`config.mk`:
```
export PLATFORM = sky130hd
export DESIGN_NAME = tsic_ctrl
export DESIGN_NICKNAME = d
export VERILOG_FILES = /design/src/tsic_pkg.sv /design/src/tsic_sel_if.sv /design/src/tsic_prio.sv /design/src/tsic_ctrl.sv
export SDC_FILE = /design/constraint.sdc
export NUM_CORES = 1
export LEC_CHECK = 0
export ABC_CLOCK_PERIOD_IN_PS = 1700
export BUFFER_PORTS_ARGS = -buffer_cell sky130_fd_sc_hd__buf_2
export CAP_MARGIN = 20
export CELL_PAD_IN_SITES_DETAIL_PLACEMENT = 0
export CELL_PAD_IN_SITES_GLOBAL_PLACEMENT = 1
export CORE_UTILIZATION = 33
export DETAILED_ROUTE_END_ITERATION = 8
export GPL_TIMING_DRIVEN = 0
export PLACE_DENSITY = 0.85
export SYNTH_ARGS = -nofsm -noshare
export SYNTH_HDL_FRONTEND = slang
export SYNTH_HIERARCHICAL = 1
export SYNTH_SLANG_ARGS = --single-unit
```
`constraint.sdc`:
```
create_clock -name i_clock -period 1.7 [get_ports i_clock]
set_input_delay 0.34 -clock i_clock [delete_from_list [all_inputs] [get_ports i_clock]]
set_output_delay 0.34 -clock i_clock [all_outputs]
set_load 0.005 [all_outputs]
```
`src/tsic_pkg.sv`:
```
// Shared constants for the three source interrupt controller
package tsic_pkg;

	// Program counter width
	localparam int PC_W = 10;

	// Control register width and field positions
	localparam int CTRL_W      = 7;
	localparam int POS_GLOBAL  = 0;
	localparam int POS_EXT_EN  = 1;
	localparam int POS_TMR_EN  = 2;
	localparam int POS_CONV_EN = 3;
	localparam int POS_FLAG0   = 4;

	// Number of sources, index order is priority order
	localparam int NSRC    = 3;
	localparam int SRC_EXT = 0;
	localparam int SRC_TMR = 1;
	localparam int SRC_CNV = 2;

	// Reset value of the control register
	localparam logic [CTRL_W-1:0] CTRL_RST = 7'h00;

	// Fixed service addresses and program counter reset value
	localparam logic [PC_W-1:0] VEC_EXT = 10'h004;
	localparam logic [PC_W-1:0] VEC_TMR = 10'h008;
	localparam logic [PC_W-1:0] VEC_CNV = 10'h00C;
	localparam logic [PC_W-1:0] PC_RST  = 10'h000;

endpackage : tsic_pkg

```
`src/tsic_sel_if.sv`:
```
// Request and grant carrier between controller and priority selector
`timescale 1ns/1ps
interface tsic_sel_if;
	logic [tsic_pkg::NSRC-1:0] req;
	logic [tsic_pkg::NSRC-1:0] grant;
	logic [tsic_pkg::PC_W-1:0] vec;
	logic                      any;

	modport ctrl (output req, input grant, input vec, input any);
	modport sel  (input req, output grant, output vec, output any);
endinterface : tsic_sel_if

```
`src/tsic_prio.sv`:
```
// Fixed priority selector with vector lookup
`timescale 1ns/1ps
module tsic_prio (
	// Request and grant carrier
	tsic_sel_if.sel s
);
	wire logic g_ext;
	wire logic g_tmr;
	wire logic g_cnv;

	assign g_ext = s.req[tsic_pkg::SRC_EXT];
	assign g_tmr = s.req[tsic_pkg::SRC_TMR] & ~g_ext;
	assign g_cnv = s.req[tsic_pkg::SRC_CNV] & ~g_ext & ~g_tmr;

	assign s.grant = {g_cnv, g_tmr, g_ext};
	assign s.any   = |s.req;
	assign s.vec   = g_ext ? tsic_pkg::VEC_EXT :
	                 g_tmr ? tsic_pkg::VEC_TMR :
	                 tsic_pkg::VEC_CNV;

endmodule : tsic_prio

```
`src/tsic_ctrl.sv`:
```
// Three source interrupt controller top
`timescale 1ns/1ps
module tsic_ctrl (
	// Clock, reset, enable
	input  wire logic                        i_clock,
	input  wire logic                        i_arst_n,
	input  wire logic                        i_clk_en,
	// Phase-two sampling pulse
	input  wire logic                        i_second_phase_pulse,
	// Control register write port
	input  wire logic                        i_ctrl_wr,
	input  wire logic [tsic_pkg::CTRL_W-1:0] i_ctrl_wdata,
	// Shared pin and its configuration
	input  wire logic                        i_port_a_bit_five,
	input  wire logic                        i_port_a_direction_bit_five,
	input  wire logic                        i_cfg_ext_func,
	input  wire logic                        i_cfg_ext_rising,
	input  wire logic                        i_cfg_pull_high,
	// Internal sources
	input  wire logic                        i_timer_overflow,
	input  wire logic                        i_conv_done,
	// Core sequencer and return stack
	input  wire logic [tsic_pkg::PC_W-1:0]   i_next_pc,
	input  wire logic                        i_stack_full,
	input  wire logic                        i_reti,
	input  wire logic [tsic_pkg::PC_W-1:0]   i_ret_pc,
	// Status
	output logic [tsic_pkg::CTRL_W-1:0]      o_irq_control_reg,
	output logic                             o_wake,
	output logic                             o_pull_high_en,
	// Core control
	output logic                             o_stack_push,
	output logic [tsic_pkg::PC_W-1:0]        o_push_pc,
	output logic                             o_stack_pop,
	output logic                             o_pc_load,
	output logic [tsic_pkg::PC_W-1:0]        o_pc_value
);

	tsic_sel_if sel ();

	logic [tsic_pkg::CTRL_W-1:0] ctrl_q;
	logic [tsic_pkg::CTRL_W-1:0] ctrl_d;
	logic                        pin_s1_q;
	logic                        pin_s2_q;
	logic                        pin_prev_q;
	logic                        wake_q;
	logic                        push_q;
	logic                        pop_q;
	logic                        load_q;
	logic [tsic_pkg::PC_W-1:0]   push_pc_q;
	logic [tsic_pkg::PC_W-1:0]   pc_q;

	wire logic                      glob;
	wire logic [tsic_pkg::NSRC-1:0] en;
	wire logic [tsic_pkg::NSRC-1:0] flag;
	wire logic [tsic_pkg::NSRC-1:0] set;
	wire logic [tsic_pkg::NSRC-1:0] clr;
	wire logic [tsic_pkg::NSRC-1:0] flag_d;
	wire logic                      pin_rise;
	wire logic                      pin_fall;
	wire logic                      pin_used;
	wire logic                      ext_edge;
	wire logic                      take;
	wire logic                      ret;
	wire logic                      glob_d;

	// Field decode
	assign glob = ctrl_q[tsic_pkg::POS_GLOBAL];
	assign en   = ctrl_q[tsic_pkg::POS_CONV_EN:tsic_pkg::POS_EXT_EN];
	assign flag = ctrl_q[tsic_pkg::CTRL_W-1:tsic_pkg::POS_FLAG0];

	// Pin edge detect after synchroniser
	assign pin_rise = pin_s2_q & ~pin_prev_q;
	assign pin_fall = ~pin_s2_q & pin_prev_q;
	assign pin_used = i_cfg_ext_func & i_port_a_direction_bit_five;
	assign ext_edge = pin_used &
	                  (i_cfg_ext_rising ? pin_rise : pin_fall);

	// Source events
	assign set[tsic_pkg::SRC_EXT] = ext_edge;
	assign set[tsic_pkg::SRC_TMR] = i_timer_overflow;
	assign set[tsic_pkg::SRC_CNV] = i_conv_done;

	// Enabled pending requests to the selector
	assign sel.req = flag & en;

	// Service on phase-two pulse when allowed
	assign ret  = i_clk_en & i_reti;
	assign take = i_clk_en & i_second_phase_pulse & glob &
	              sel.any & ~i_stack_full & ~i_reti;

	// Flag update, set wins over any clear
	genvar gi;
	generate
		for (gi = 0; gi < tsic_pkg::NSRC; gi++) begin : g_flag
			assign clr[gi] = (take & sel.grant[gi]) |
			                 (i_ctrl_wr &
			                  ~i_ctrl_wdata[tsic_pkg::POS_FLAG0 + gi]);
			assign flag_d[gi] = set[gi] |
			                    (flag[gi] & ~clr[gi]) |
			                    (i_ctrl_wr &
			                     i_ctrl_wdata[tsic_pkg::POS_FLAG0 + gi]);
		end
	endgenerate

	// Global enable: service clears, return sets, else software
	assign glob_d = take ? 1'b0 :
	                ret ? 1'b1 :
	                i_ctrl_wr ? i_ctrl_wdata[tsic_pkg::POS_GLOBAL] :
	                glob;

	assign ctrl_d = {flag_d,
	                 i_ctrl_wr ?
	                 i_ctrl_wdata[tsic_pkg::POS_CONV_EN:tsic_pkg::POS_EXT_EN] :
	                 en,
	                 glob_d};

	// Selector
	tsic_prio u_prio (
		.s (sel.sel)
	);

	// Pin synchroniser
	always_ff @(posedge i_clock or negedge i_arst_n) begin
		if (!i_arst_n) begin
			pin_s1_q   <= 1'b1;
			pin_s2_q   <= 1'b1;
			pin_prev_q <= 1'b1;
		end else if (i_clk_en) begin
			pin_s1_q   <= i_port_a_bit_five;
			pin_s2_q   <= pin_s1_q;
			pin_prev_q <= pin_s2_q;
		end
	end

	// Control register and wake
	always_ff @(posedge i_clock or negedge i_arst_n) begin
		if (!i_arst_n) begin
			ctrl_q <= tsic_pkg::CTRL_RST;
			wake_q <= 1'b0;
		end else if (i_clk_en) begin
			ctrl_q <= ctrl_d;
			wake_q <= |set;
		end
	end

	// Core sequencer commands
	always_ff @(posedge i_clock or negedge i_arst_n) begin
		if (!i_arst_n) begin
			push_q    <= 1'b0;
			pop_q     <= 1'b0;
			load_q    <= 1'b0;
			push_pc_q <= tsic_pkg::PC_RST;
			pc_q      <= tsic_pkg::PC_RST;
		end else if (i_clk_en) begin
			push_q <= take;
			pop_q  <= ret;
			load_q <= take | ret;
			if (take) begin
				push_pc_q <= i_next_pc;
				pc_q      <= sel.vec;
			end else if (ret) begin
				pc_q      <= i_ret_pc;
			end
		end
	end

	// Outputs
	assign o_irq_control_reg = ctrl_q;
	assign o_wake            = wake_q;
	assign o_pull_high_en    = i_cfg_pull_high;
	assign o_stack_push      = push_q;
	assign o_push_pc         = push_pc_q;
	assign o_stack_pop       = pop_q;
	assign o_pc_load         = load_q;
	assign o_pc_value        = pc_q;

	// Checks
	property p_glob_gate;
		@(posedge i_clock) disable iff (!i_arst_n)
		(i_clk_en && i_second_phase_pulse && !glob) |=> !o_stack_push;
	endproperty
	a_glob_gate: assert property (p_glob_gate)
		else $error("service while global enable low");

	property p_push_vec;
		@(posedge i_clock) disable iff (!i_arst_n)
		o_stack_push |-> o_pc_load && (o_pc_value == tsic_pkg::VEC_EXT ||
		o_pc_value == tsic_pkg::VEC_TMR || o_pc_value == tsic_pkg::VEC_CNV);
	endproperty
	a_push_vec: assert property (p_push_vec)
		else $error("push without vector load");

	property p_clear_glob;
		@(posedge i_clock) disable iff (!i_arst_n)
		take |=> !glob;
	endproperty
	a_clear_glob: assert property (p_clear_glob)
		else $error("global enable not cleared on service");

	property p_stack_full;
		@(posedge i_clock) disable iff (!i_arst_n)
		(i_clk_en && i_stack_full) |=> !o_stack_push;
	endproperty
	a_stack_full: assert property (p_stack_full)
		else $error("service with stack full");

	property p_reti;
		@(posedge i_clock) disable iff (!i_arst_n)
		(i_clk_en && i_reti) |=> o_stack_pop && o_pc_load && glob &&
		o_pc_value == $past(i_ret_pc);
	endproperty
	a_reti: assert property (p_reti)
		else $error("return did not restore pc");

	property p_t2;
		@(posedge i_clock) disable iff (!i_arst_n)
		$rose(o_stack_push) |-> $past(i_second_phase_pulse);
	endproperty
	a_t2: assert property (p_t2)
		else $error("service off the phase-two pulse");

	property p_prio;
		@(posedge i_clock) disable iff (!i_arst_n)
		(take && flag[tsic_pkg::SRC_EXT] && en[tsic_pkg::SRC_EXT])
		|=> o_pc_value == tsic_pkg::VEC_EXT;
	endproperty
	a_prio: assert property (p_prio)
		else $error("external request lost priority");

	property p_set_tmr;
		@(posedge i_clock) disable iff (!i_arst_n)
		(i_clk_en && i_timer_overflow) |=> flag[tsic_pkg::SRC_TMR];
	endproperty
	a_set_tmr: assert property (p_set_tmr)
		else $error("timer overflow did not set flag");

	property p_hold;
		@(posedge i_clock) disable iff (!i_arst_n)
		(flag[tsic_pkg::SRC_CNV] && !take && !i_ctrl_wr)
		|=> flag[tsic_pkg::SRC_CNV];
	endproperty
	a_hold: assert property (p_hold)
		else $error("conversion flag dropped");

	property p_set_cnv;
		@(posedge i_clock) disable iff (!i_arst_n)
		(i_clk_en && i_conv_done) |=> flag[tsic_pkg::SRC_CNV];
	endproperty
	a_set_cnv: assert property (p_set_cnv)
		else $error("conversion end did not set flag");

	property p_set_ext;
		@(posedge i_clock) disable iff (!i_arst_n)
		(i_clk_en && ext_edge) |=> flag[tsic_pkg::SRC_EXT];
	endproperty
	a_set_ext: assert property (p_set_ext)
		else $error("pin edge did not set external flag");

	property p_ext_quiet;
		@(posedge i_clock) disable iff (!i_arst_n)
		(i_clk_en && !ext_edge && !i_ctrl_wr && !flag[tsic_pkg::SRC_EXT])
		|=> !flag[tsic_pkg::SRC_EXT];
	endproperty
	a_ext_quiet: assert property (p_ext_quiet)
		else $error("external flag set without pin edge");

	property p_wake;
		@(posedge i_clock) disable iff (!i_arst_n)
		(i_clk_en && (|set)) |=> o_wake;
	endproperty
	a_wake: assert property (p_wake)
		else $error("source event did not raise wake");

	property p_push_pc;
		@(posedge i_clock) disable iff (!i_arst_n)
		take |=> o_push_pc == $past(i_next_pc);
	endproperty
	a_push_pc: assert property (p_push_pc)
		else $error("pushed address is not next instruction");

	property p_svc_clr;
		@(posedge i_clock) disable iff (!i_arst_n)
		(take && sel.grant[tsic_pkg::SRC_TMR] && !i_timer_overflow &&
		!i_ctrl_wr) |=> !flag[tsic_pkg::SRC_TMR];
	endproperty
	a_svc_clr: assert property (p_svc_clr)
		else $error("serviced timer flag not cleared");

	property p_tmr_prio;
		@(posedge i_clock) disable iff (!i_arst_n)
		(take && sel.req[tsic_pkg::SRC_TMR] && !sel.req[tsic_pkg::SRC_EXT])
		|=> o_pc_value == tsic_pkg::VEC_TMR;
	endproperty
	a_tmr_prio: assert property (p_tmr_prio)
		else $error("timer request lost priority");

	property p_onehot;
		@(posedge i_clock) disable iff (!i_arst_n)
		sel.any |-> $onehot(sel.grant);
	endproperty
	a_onehot: assert property (p_onehot)
		else $error("grant not one-hot");

	property p_one_pulse;
		@(posedge i_clock) disable iff (!i_arst_n)
		(o_stack_push && i_clk_en) |=> !o_stack_push;
	endproperty
	a_one_pulse: assert property (p_one_pulse)
		else $error("service repeated without re-enable");

	property p_freeze;
		@(posedge i_clock) disable iff (!i_arst_n)
		!i_clk_en |=> $stable(ctrl_q) && $stable(pc_q);
	endproperty
	a_freeze: assert property (p_freeze)
		else $error("state changed while clock enable low");

	c_ext_svc: cover property (@(posedge i_clock) disable iff (!i_arst_n)
		take && sel.grant[tsic_pkg::SRC_EXT]);
	c_tmr_svc: cover property (@(posedge i_clock) disable iff (!i_arst_n)
		take && sel.grant[tsic_pkg::SRC_TMR]);
	c_ret: cover property (@(posedge i_clock) disable iff (!i_arst_n)
		o_stack_push ##[1:50] o_stack_pop);
	c_cnv_svc: cover property (@(posedge i_clock) disable iff (!i_arst_n)
		take && sel.grant[tsic_pkg::SRC_CNV]);
	c_full_hold: cover property (@(posedge i_clock) disable iff (!i_arst_n)
		i_second_phase_pulse && glob && sel.any && i_stack_full);

endmodule : tsic_ctrl

```
* Word level (Yosys, flattened, before mapping) *
Cells that the tools add are included.

word-level totals
  bits in registers = 34
  bits in latches = 0
  bits in writable memories = 0
  ROM bits = 0
  input bits = 41
  output and inout bits = 32
  word-level logic and storage cells = 76
  memories kept = 0

operators by class
  $add $sub $neg = 0
  multipliers = 0
  divide/modulo/power cells = 0
  $lt $le $gt $ge = 0
  equal/unequal tests = 0
  shifts and indexed selects = 0
  muxes and demuxes = 8
  bitwise logic cells = 48
  reduce and logical (&&, ||, !) cells = 8

operators by type and width
  operator             count
  10-bit two-way mux   3
  1-bit AND            25
  1-bit NOT            12
  1-bit bitwise OR     10
  2-bit AND reduction  4
  3-bit OR reduction   2
  1-bit two-way mux    4
  3-bit AND            1
  3-bit two-way mux    1
  3-bit nonzero test   1
  2-bit nonzero test   1

* Depth between registers and ports, before layout *
Gate-level depths: netlist (run 1).

  word-level depth = 11
  gate-level depth with buffers = 6

* Cells and area by module *
The synthesis (run 1) kept the hierarchy.

modules (own cells, without submodules)
  module     times used  cells an instance  area each (sq um)  sequential area each (sq um)
  tsic_ctrl  1           109                1587.8             854.6
  tsic_prio  1           17                 118.9              0.0

* Worst setup path after synthesis (run 1) *
No wires, ideal clock.

  kind = register -> register
  start point = reg ctrl_q (netlist bit o_irq_control_reg[4])
  end point = reg pc_q (netlist bit o_pc_value[2])
  library setup time = 0.125 ns
  arrival time = 1.735 ns
  path slack = -0.160 ns
  stages on the path, launching flop included = 7
  period minus slack after synthesis = 1.860 ns
  path through = dfrtp_1 and2_1 or3_1 and4b_2 nand2_4 buf_6 mux2_4

on the way
  cells in the longest elaborated chain, start to end = 7
  elaborated cells between the ends (all ways) = 12
  those cells by class = mux: 3; bitwise: 6; reduce/logical: 3

RTL lines
  what                                  RTL line          text
  from (decl)                           tsic_ctrl.sv:41   logic [tsic_pkg::CTRL_W-1:0] ctrl_q;
  from (signal assigned)                tsic_ctrl.sv:139  ctrl_q <= tsic_pkg::CTRL_RST;
  from (signal assigned)                tsic_ctrl.sv:142  ctrl_q <= ctrl_d;
  3-bit AND *                           tsic_ctrl.sv:85   assign sel.req = flag & en;
  net sel.req, one bit                  tsic_sel_if.sv:4  logic [tsic_pkg::NSRC-1:0] req;
  3-bit OR reduction *                  tsic_prio.sv:16   assign s.any = |s.req;
  net sel.any                           tsic_sel_if.sv:7  logic any;
  1-bit AND *                           tsic_ctrl.sv:89   assign take = i_clk_en & i_second_phase_pulse & glob &
  1-bit AND * (2 in series)             tsic_ctrl.sv:90   sel.any & ~i_stack_full & ~i_reti;
  2-bit nonzero test (no source line)   --
  2-bit AND reduction (no source line)  --
  to (signal assigned)                  tsic_ctrl.sv:154  pc_q <= tsic_pkg::PC_RST;
  to (signal assigned)                  tsic_ctrl.sv:161  pc_q <= sel.vec;
  to (signal assigned)                  tsic_ctrl.sv:163  pc_q <= i_ret_pc;
  to (decl)                             tsic_ctrl.sv:51   logic [tsic_pkg::PC_W-1:0] pc_q;

Mark *: on every way through the listed nets, which the timed path passes. The rest lies on a longest branch.
A chain may end at the register's enable or synchronous reset.

* Final worst setup path (run 1) *
  start point = reg ctrl_q (netlist bit o_irq_control_reg[5])
  end point = reg pc_q (netlist bit o_pc_value[3])

The elaborated chain is that of the path after synthesis.

==> impl_metrics.yaml, run 1 <==
drt:
  first_iter_violations: 39
  m1WireLength_um: 1710
  wl_met2_um: 1630
  met3RoutedLength_um: 278
  drc: 0
  top_layer: "met4"
  finalWirelength_um: 3650
  wl_per_cell_um: 12.3
  first_pass_iters: 4
  viasPerCell: 4.28
  via_count: 1268
  antenna_left: 0
clock_network:
  cts_tree: "built"
  h-tree-depth: 2
  clk_latency_ps: 280
  cts-buffers-inserted: 5
  cts.clk_slew.worst_paths_ps: 70
  clockBufferDepth: 2
  clkSinkCount: 34
  clockRootBuffer: "clkbuf_8"
worst_setup_path:
  cp-end-kind: "flop"
  slowest_delay_ps: 390
  worstSetupPathType: "flop to flop"
  critPathRequiredTime_ps: 1860
  worstSetupStartpointType: "flop"
  crit_fanout: 8
  ff2ff_setup_slack_ps: -160
  worst-r2r-cell-count: 6
  slowest_stage: "dfrtp_1"
  r2r_end: "o_pc_value[3]"
  cp.arrival_ps: 2020
  critical_path.cell_chain: "and2_4, or3_1, and4b_2, nand2_4, buf_12, mux2_4"
  r2r_start: "o_irq_control_reg[5]"
power:
  total_power_w: 0.00239
  peakVddDrop_v: 0.000530
  p_leak_nw: 1.31
  power_density_nw_per_um2: 973
synthesis:
  syn_avg_cell_area_um2: 13.5
  synth_top_cell_area_share_pct: 45.5
  ys_types: 34
  synth_seq_cells: 34
  yosys.area.top_type: "dfrtp_1"
  ys_seq_area_share_pct: 50.1
  syn_area_um2: 1710
  ys_top_cells_by_area: "dfrtp_1 (45%), mux2_4 (15%), mux2_2 (11%), buf_4 (5.7%), dfstp_2 (4.6%)"
  synth_warnings: 6
  synthesis.instances: 126
final_layout:
  final_common_cell: "buf_2"
  num_antenna_cells: 0
  drive_above_1_share_pct: 68.6
  final_nets: 270
  most-common-layout-cells: "buf_2 (71), dfrtp_1 (31), buf_4 (26)"
  syn2layout_area_growth_pct: 43.6
timing:
  hold_viol: 0
  setup_viol: 23
  period_minus_slack_ps: 1860
  timing.fmax_mhz: 539
  tightest_slew_ps: 753
  rsz0062_at_grt: "yes"
  slew_violations: 0
  fin_ws_ps: -156
  slew_headroom_pct: 49.8
  fin_crit_sh_pct: 109
  skew_ps: 7.07
hold_path:
  hold_class: "input pin to async pin"
place:
  pre_cts_slack_ps: -213
  gp_congestion: 0.728
  dp_hpwl_um: 2550
  io_buffers: 71
floorplanning:
  start_util_pct: 35.2
  core_area_um2: 4850
  std_cell_rows: 25
  die_h_um: 73.9
  die_w_um: 73.9
  dieArea_um2: 5460
  io_pins: 73
global_routing:
  track_usage_pct: 14.3
  grt_pass1_vias: 1277
  grt.overflow.total: 0
  antenna_found_initial: 0
  grt_pass1_wl_um: 5880
  grt_max_degree: 35
run:
  drv_cap: 0
run_status:
  violations: "setup timing"
  status: "finished, violations left"
-- area by class of cell --
class,instances,area (um2)
buffer,16,141
clock buffer,7,76.3
fill,467,2400
inverter,3,11.3
multi-input combinational,80,771
sequential,34,855
tap,67,83.8
timing repair buffer,89,513
-- cells in the mapped netlist, drive strengths merged --
library cell / count
o21ai: 2
or3: 1
nand3b: 1
inv: 3
nor3b: 1
o22a: 1
nor2: 1
mux2: 36
dfrtp: 31
and2b: 2
and3: 1
a311o: 1
or3b: 1
conb: 1
nand2b: 2
a21o: 2
mux2i: 1
buf: 15
a32o: 2
and2: 3
a21oi: 2
nand2: 5
dfstp: 3
nand3: 5
and4b: 1
a21boi: 1
clkbuf: 1
-- where the power goes --
group / total [W] / internal (W) / leakage (nW) / switching, W
sequential: 0.00110 / 0.000999 / 0.399 / 0.0000976
combinational: 0.000740 / 0.000496 / 0.871 / 0.000244
clock: 0.000549 / 0.000282 / 0.0383 / 0.000268
total: 0.00239 / 0.00178 / 1.31 / 0.000609
-- worst max-delay path, delay by kind of cell, from the launching register on --
family        cells  cell delay (ps)
buf+inv           1              140
flops             1              390
mux               1              290
simple gates      4              920
-- metal layers --
layer | up-vias | global-route usage (%)
li1 | 623 | -
met1 | 591 | 18.3
met2 | 51 | 22.7
met3 | 3 | 5.76
met4 | 0 | 3.21
met5 | - | 0
-- worst max-delay path by stage --
| stage | slack (ps) | from | cells past startpoint | to |
|---|---|---|---|---|
| CTS | -150 | o_irq_control_reg[3] | 6 | o_pc_value[3] |
| global route | -210 | o_irq_control_reg[6] | 6 | o_pc_value[3] |
| finish | -160 | o_irq_control_reg[5] | 6 | o_pc_value[3] |
| detailed placement | -210 | o_irq_control_reg[1] | 6 | o_push_pc[9] |
| floorplan | -110 | o_irq_control_reg[3] | 6 | o_pc_value[2] |
| global placement | -200 | o_irq_control_reg[3] | 6 | o_pc_value[3] |
-- per-stage QoR --
step           std cells  instance area (um2)  utilization, %  TNS [ps]  hold WS, ps
2_1_floorplan        133                 1740               -      -925         44.4
5_1_grt              296                 2450            50.6     -3730          191
6_report             296                 2450            50.6     -2370          133
3_3_place_gp         271                 2180            45.0     -1900          463
3_5_place_dp         271                 2180            45.0     -1990          461
4_1_cts              289                 2360            48.8     -2280          155
-- repair_timing --
item,in CTS,in global routing
gates resized for setup,6,9
setup endpoints to repair,21,23
pin swaps,1,5
buffers inserted,11,7
hold buffers,0,0
-- logic make-up (layout without fill, tap and decap cells) --
| logic type | Yosys count | after routing | share of synthesized area (%) |
|---|---|---|---|
| AO/OA/AOI/OAI | 11 | 11 | 4.76 |
| AND/OR/NAND/NOR | 24 | 24 | 8.95 |
| other | 1 | 8 | 0.220 |
| multiplexers | 37 | 37 | 28.1 |
| buffers and inverters | 19 | 115 | 7.92 |
| flip-flops | 34 | 34 | 50.1 |
Note: power is estimated with default switching activity, not from simulation.
==> run 2, diff against run 1 <==
==> constraint.sdc (replaced) <==
create_clock -name i_clock -period 1.7 [get_ports i_clock]
set_input_delay 0.34 -clock i_clock [delete_from_list [all_inputs] [get_ports i_clock]]
set_output_delay 0.34 -clock i_clock [all_outputs]
set_load 0.05 [all_outputs]
==> run 2 against run 1 <==
  * The flow still finishes with violations (setup timing)
  * Hold slack got worse by 17 ps
  * Critical path type unchanged
  * Sequential share of layout area increased by 0.61 points
  * Power increased by 31%
  * Critical endpoint unchanged
  * Design area decreased by 0.87%
  * Critical path depth unchanged
  * Utilization decreased by 0.44 points
  * Clock skew decreased by 6.0 ps
  * Routed wire length decreased by 0.93%
==> impl_metrics.yaml, run 2 (synthesized netlist as in run 1, its figures left out) <==
global_routing:
  grt_pass1_vias: 1238
  grt_pass1_wl_um: 5640
  grt.overflow.total: 0
  antenna_found_initial: 0
  grt_max_degree: 35
  track_usage_pct: 14.2
clock_network:
  cts.clk_slew.worst_paths_ps: 70
  cts_hold_buf: 0
  clk_latency_ps: 280
  clkSinkCount: 34
  clockRootBuffer: "clkbuf_8"
  cts-buffers-inserted: 5
  clockBufferDepth: 2
  cts_tree: "built"
  h-tree-depth: 2
power:
  total_power_w: 0.00314
  p_int_w: 0.00190
  peakVddDrop_v: 0.00101
  p_leak_nw: 1.29
  p_switching_w: 0.00124
  power_density_nw_per_um2: 1290
  p_clk_share_pct: 22.3
  power_frac_comb_pct: 42.4
  p_seq_share_pct: 35.3
  p_sw_share_pct: 39.5
drt:
  wl_per_cell_um: 12.5
  via_count: 1245
  m1WireLength_um: 1590
  top_layer: "met4"
  met3RoutedLength_um: 332
  wl_met2_um: 1630
  finalWirelength_um: 3610
  first_pass_iters: 4
  drc: 0
  viasPerCell: 4.32
  first_iter_violations: 19
  antenna_left: 0
hold_path:
  hold_class: "input pin to async pin"
floorplanning:
  io_pins: 73
  core_area_um2: 4850
  die_w_um: 73.9
  dieArea_um2: 5460
  die_h_um: 73.9
  std_cell_rows: 25
  start_util_pct: 35.2
timing:
  period_minus_slack_ps: 1870
  fin_ws_ps: -175
  fin_crit_sh_pct: 110
  setup_viol: 23
  skew_ps: 1.04
  slew_headroom_pct: 50.4
  rsz0062_at_grt: "yes"
  tightest_slew_ps: 744
  hold_viol: 0
  timing.fmax_mhz: 533
  slew_violations: 0
place:
  io_buffers: 71
  gp_congestion: 0.672
  dp_cells: 271
  dpl_cell_area_um2: 2190
  dp_hpwl_um: 2700
final_layout:
  finalNonFillerCells: 288
  final_nets: 261
  most-common-layout-cells: "buf_2 (71), dfrtp_1 (25), mux2_4 (20)"
  drive_above_1_share_pct: 71.5
  fin_area_um2: 2430
  post-route-util_pct: 50.1
  syn2layout_area_growth_pct: 42.4
  num_antenna_cells: 0
  final_common_cell: "buf_2"
run_status:
  violations: "setup timing"
  status: "finished, violations left"
worst_setup_path:
  r2r_start: "o_irq_control_reg[1]"
  worstSetupStartpointType: "flop"
  worstSetupPathType: "flop to flop"
  worst-r2r-cell-count: 6
  critPathRequiredTime_ps: 1870
  crit_start: "o_irq_control_reg[1]"
  crit_fanout: 7
  cp-end-kind: "flop"
  cp.arrival_ps: 2050
run:
  drv_cap: 0
-- run 2: changes by cell type in the layout (fill, tap and decap cells not counted), sizes merged --
cell    change
buf         -9
clkbuf      +1
-- run 2: what timing repair did --
item	in CTS	in global routing
setup buffers	8	1
resized for setup	10	2
endpoints found under the setup margin	23	23
pin swaps	4	3
-- run 2: worst max-delay path, stage by stage, from the launching register on --
cell	delay (ps)
dfrtp_2	400
and2_4	160
or3_1	370
and4b_2	270
nand2_4	120
buf_12	140
mux2_4	300
-- run 2: final timing paths --
path                                         to  slack [ps]
max in group asynchronous  o_irq_control_reg[6]        1060
setup / recovery                  o_pc_value[3]        -170
hold / removal                    o_pc_value[5]         120
min in group i_clock               o_push_pc[6]         280
hold reg to reg                          o_wake         500
setup reg to reg                  o_pc_value[3]        -170
-- run 2: final cells by class --
type                            instances  area [um2]
Tap cell                               67        83.8
Buffer                                 16         141
Inverter                                3        11.3
Sequential cell                        34         862
Fill cell                             447        2420
Clock buffer                            8         110
Multi-Input combinational cell         80         774
Timing Repair Buffer                   80         447
-- run 2: metal layers --
| metal | vias up | GRT usage, % |
|---|---|---|
| met4 | 0 | 7.69 |
| met3 | 8 | 4.94 |
| met5 | - | 0 |
| li1 | 609 | - |
| met1 | 572 | 17.2 |
| met2 | 56 | 22.2 |
-- run 2: power groups by stage --
stage                     Clock [W]  Sequential (W)  Combinational (W)
after floorplan                   0         0.00172           0.000368
after global placement            0         0.00112            0.00126
after detailed placement          0         0.00111            0.00128
after CTS                  0.000725         0.00111            0.00133
after global routing       0.000757         0.00113            0.00140
final                      0.000701         0.00111            0.00133
-- run 2: stage by stage --
step                TNS, ps  hold WS [ps]  setup slack (ps)
finish                -2850           116              -175
global route          -3820           189              -216
CTS                   -3970           149              -223
detailed placement    -2670           464              -247
global placement      -2630           460              -238
floorplan             -3420          44.4              -271
==> run 3, diff against run 2 <==
--- a/config.mk
+++ b/config.mk
@@ -5,7 +5,6 @@
 export SDC_FILE = /design/constraint.sdc
 export NUM_CORES = 1
 export LEC_CHECK = 0
-export ABC_CLOCK_PERIOD_IN_PS = 1700
 export BUFFER_PORTS_ARGS = -buffer_cell sky130_fd_sc_hd__buf_2
 export CAP_MARGIN = 20
 export CELL_PAD_IN_SITES_DETAIL_PLACEMENT = 0
@@ -13,7 +12,7 @@
 export CORE_UTILIZATION = 33
 export DETAILED_ROUTE_END_ITERATION = 8
 export GPL_TIMING_DRIVEN = 0
-export PLACE_DENSITY = 0.85
+export PLACE_DENSITY_LB_ADDON = 0.1
 export SYNTH_ARGS = -nofsm -noshare
 export SYNTH_HDL_FRONTEND = slang
 export SYNTH_HIERARCHICAL = 1
==> constraint.sdc (replaced) <==
create_clock -name i_clock -period 1.5 [get_ports i_clock]
set_input_delay 0.3 -clock i_clock [delete_from_list [all_inputs] [get_ports i_clock]]
set_output_delay 0.3 -clock i_clock [all_outputs]
set_load 0.05 [all_outputs]
==> run 3 against run 2 <==
  * Utilization is 0.077 points higher
  * Sequential power increased by 13%
  * Clock power down 3%
  * Largest power group unchanged
  * Largest cell class unchanged
  * Clock skew rose by 8.2 ps
  * The flow still finishes with violations (setup timing)
==> impl_metrics.yaml, run 3 (synthesized netlist as in run 1, its figures left out) <==
run:
  drv_cap: 0
worst_setup_path:
  worst-r2r-cell-count: 6
  worstSetupPathType: "flop to flop"
  cp-end-kind: "flop"
  critPathRequiredTime_ps: 1660
  cp.arrival_ps: 1990
  worstSetupStartpointType: "flop"
  r2r_end: "o_pc_value[2]"
  critical_path.cell_chain: "and2_4, or3_1, and4b_2, nand2_4, buf_12, mux2_4"
  slowest_delay_ps: 410
  crit_fanout: 10
  ff2ff_setup_slack_ps: -330
  slowest_stage: "dfrtp_2"
  crit_start: "o_irq_control_reg[1]"
  r2r_start: "o_irq_control_reg[1]"
floorplanning:
  io_pins: 73
  die_w_um: 73.9
  start_util_pct: 35.2
  dieArea_um2: 5460
  core_area_um2: 4850
  die_h_um: 73.9
  std_cell_rows: 25
drt:
  first_iter_violations: 25
  via_count: 1261
  drc: 0
  first_pass_iters: 3
  antenna_left: 0
  wl_per_cell_um: 12.4
  viasPerCell: 4.33
  finalWirelength_um: 3610
timing:
  fin_tns_setup_ps: -6450
  rsz0062_at_grt: "yes"
  slew_violations: 0
  skew_ps: 9.28
  fin_ws_ps: -333
  whs_ps: 91.1
  setup_viol: 26
  slew_headroom_pct: 48.8
  period_minus_slack_ps: 1830
  timing.fmax_mhz: 546
  fin_crit_sh_pct: 122
  hold_viol: 0
  tightest_slew_ps: 768
global_routing:
  grt_pass1_vias: 1366
  grt_max_degree: 35
  grt_pass1_wl_um: 6070
  antenna_found_initial: 0
  track_usage_pct: 15.2
  grt.overflow.total: 0
clock_network:
  cts-buffers-inserted: 5
  cts_tree: "built"
  cts.clk_slew.worst_paths_ps: 70
  h-tree-depth: 2
  clkSinkCount: 34
  clockBufferDepth: 2
  clk_latency_ps: 280
  clockRootBuffer: "clkbuf_8"
final_layout:
  final_nets: 264
  num_antenna_cells: 0
  most-common-layout-cells: "buf_2 (71), dfrtp_1 (25), buf_4 (22)"
  syn2layout_area_growth_pct: 42.6
  drive_above_1_share_pct: 71.4
  final_common_cell: "buf_2"
place:
  gp_congestion: 0.676
  io_buffers: 71
  dp_hpwl_um: 2660
power:
  p_sw_share_pct: 40.2
  p_leak_nw: 1.29
  p_switching_w: 0.00138
  p_clk_share_pct: 19.8
  p_int_w: 0.00206
  p_seq_share_pct: 36.3
  power_density_nw_per_um2: 1410
  peakVddDrop_v: 0.000677
  power_frac_comb_pct: 43.8
  total_power_w: 0.00344
run_status:
  status: "finished, violations left"
  violations: "setup timing"
hold_path:
  hold_class: "input pin to async pin"
-- run 3: cell types whose count changed in the layout (fill, tap and decap cells not counted), sizes merged --
cell,change
clkbuf,-1
buf,+3
clkinv,+1
-- run 3: area by class of cell --
cell class | count | area [um2]
Fill cell | 468 | 2410
Sequential cell | 34 | 862
Multi-Input combinational cell | 80 | 774
Timing Repair Buffer | 83 | 469
Buffer | 16 | 141
Clock buffer | 7 | 86.3
Tap cell | 67 | 83.8
Inverter | 3 | 11.3
Clock inverter | 1 | 5.00
-- run 3: worst max-delay path by stage --
stage	to	slack (ps)	cells past startpoint
final	o_pc_value[2]	-330	6
after floorplan	o_pc_value[2]	-470	6
after CTS	o_pc_value[2]	-360	6
after global placement	o_push_pc[8]	-390	6
after detailed placement	o_push_pc[8]	-410	6
after global routing	o_pc_value[2]	-390	6
-- run 3: worst max-delay path: cells and delay by family, from the launching register on --
kind	cells	cell delay, ps
muxes	1	290
DFF	1	410
buffers and inverters	1	140
and+or+nand+nor	4	870
-- run 3: metrics by stage --
step           cell area (um2)  setup slack, ps  cells  util [%]
6_report                  2430             -333    291      50.2
5_1_grt                   2430             -390    291      50.2
4_1_cts                   2400             -356    288      49.6
3_5_place_dp              2190             -407    271      45.3
3_3_place_gp              2190             -390    271      45.3
2_1_floorplan             1760             -471    133         -
-- run 3: per-layer routing --
| layer | global-route usage (%) | routed length [um] | up-vias |
|---|---|---|---|
| li1 | - | - | 614 |
| met1 | 17.7 | 1550 | 595 |
| met2 | 25.3 | 1780 | 50 |
| met3 | 6.58 | 253 | 2 |
| met4 | 4.49 | 23 | 0 |
| met5 | 0 | 0 | - |
-- run 3: timing repair --
item                       in CTS  in global routing
resized for setup              10                  2
hold buffers                    0                  0
setup endpoints to repair      26                 26
pin swaps                       3                  2
setup buffers                   9                  3
cloned                          0                  0
-- run 3: power by group through the flow --
stage	combinational (W)	clock, W	sequential (W)
after floorplan	0.000417	0	0.00195
after global placement	0.00143	0	0.00125
after detailed placement	0.00145	0	0.00126
after CTS	0.00151	0.000715	0.00125
after global routing	0.00159	0.000769	0.00128
final	0.00151	0.000682	0.00125
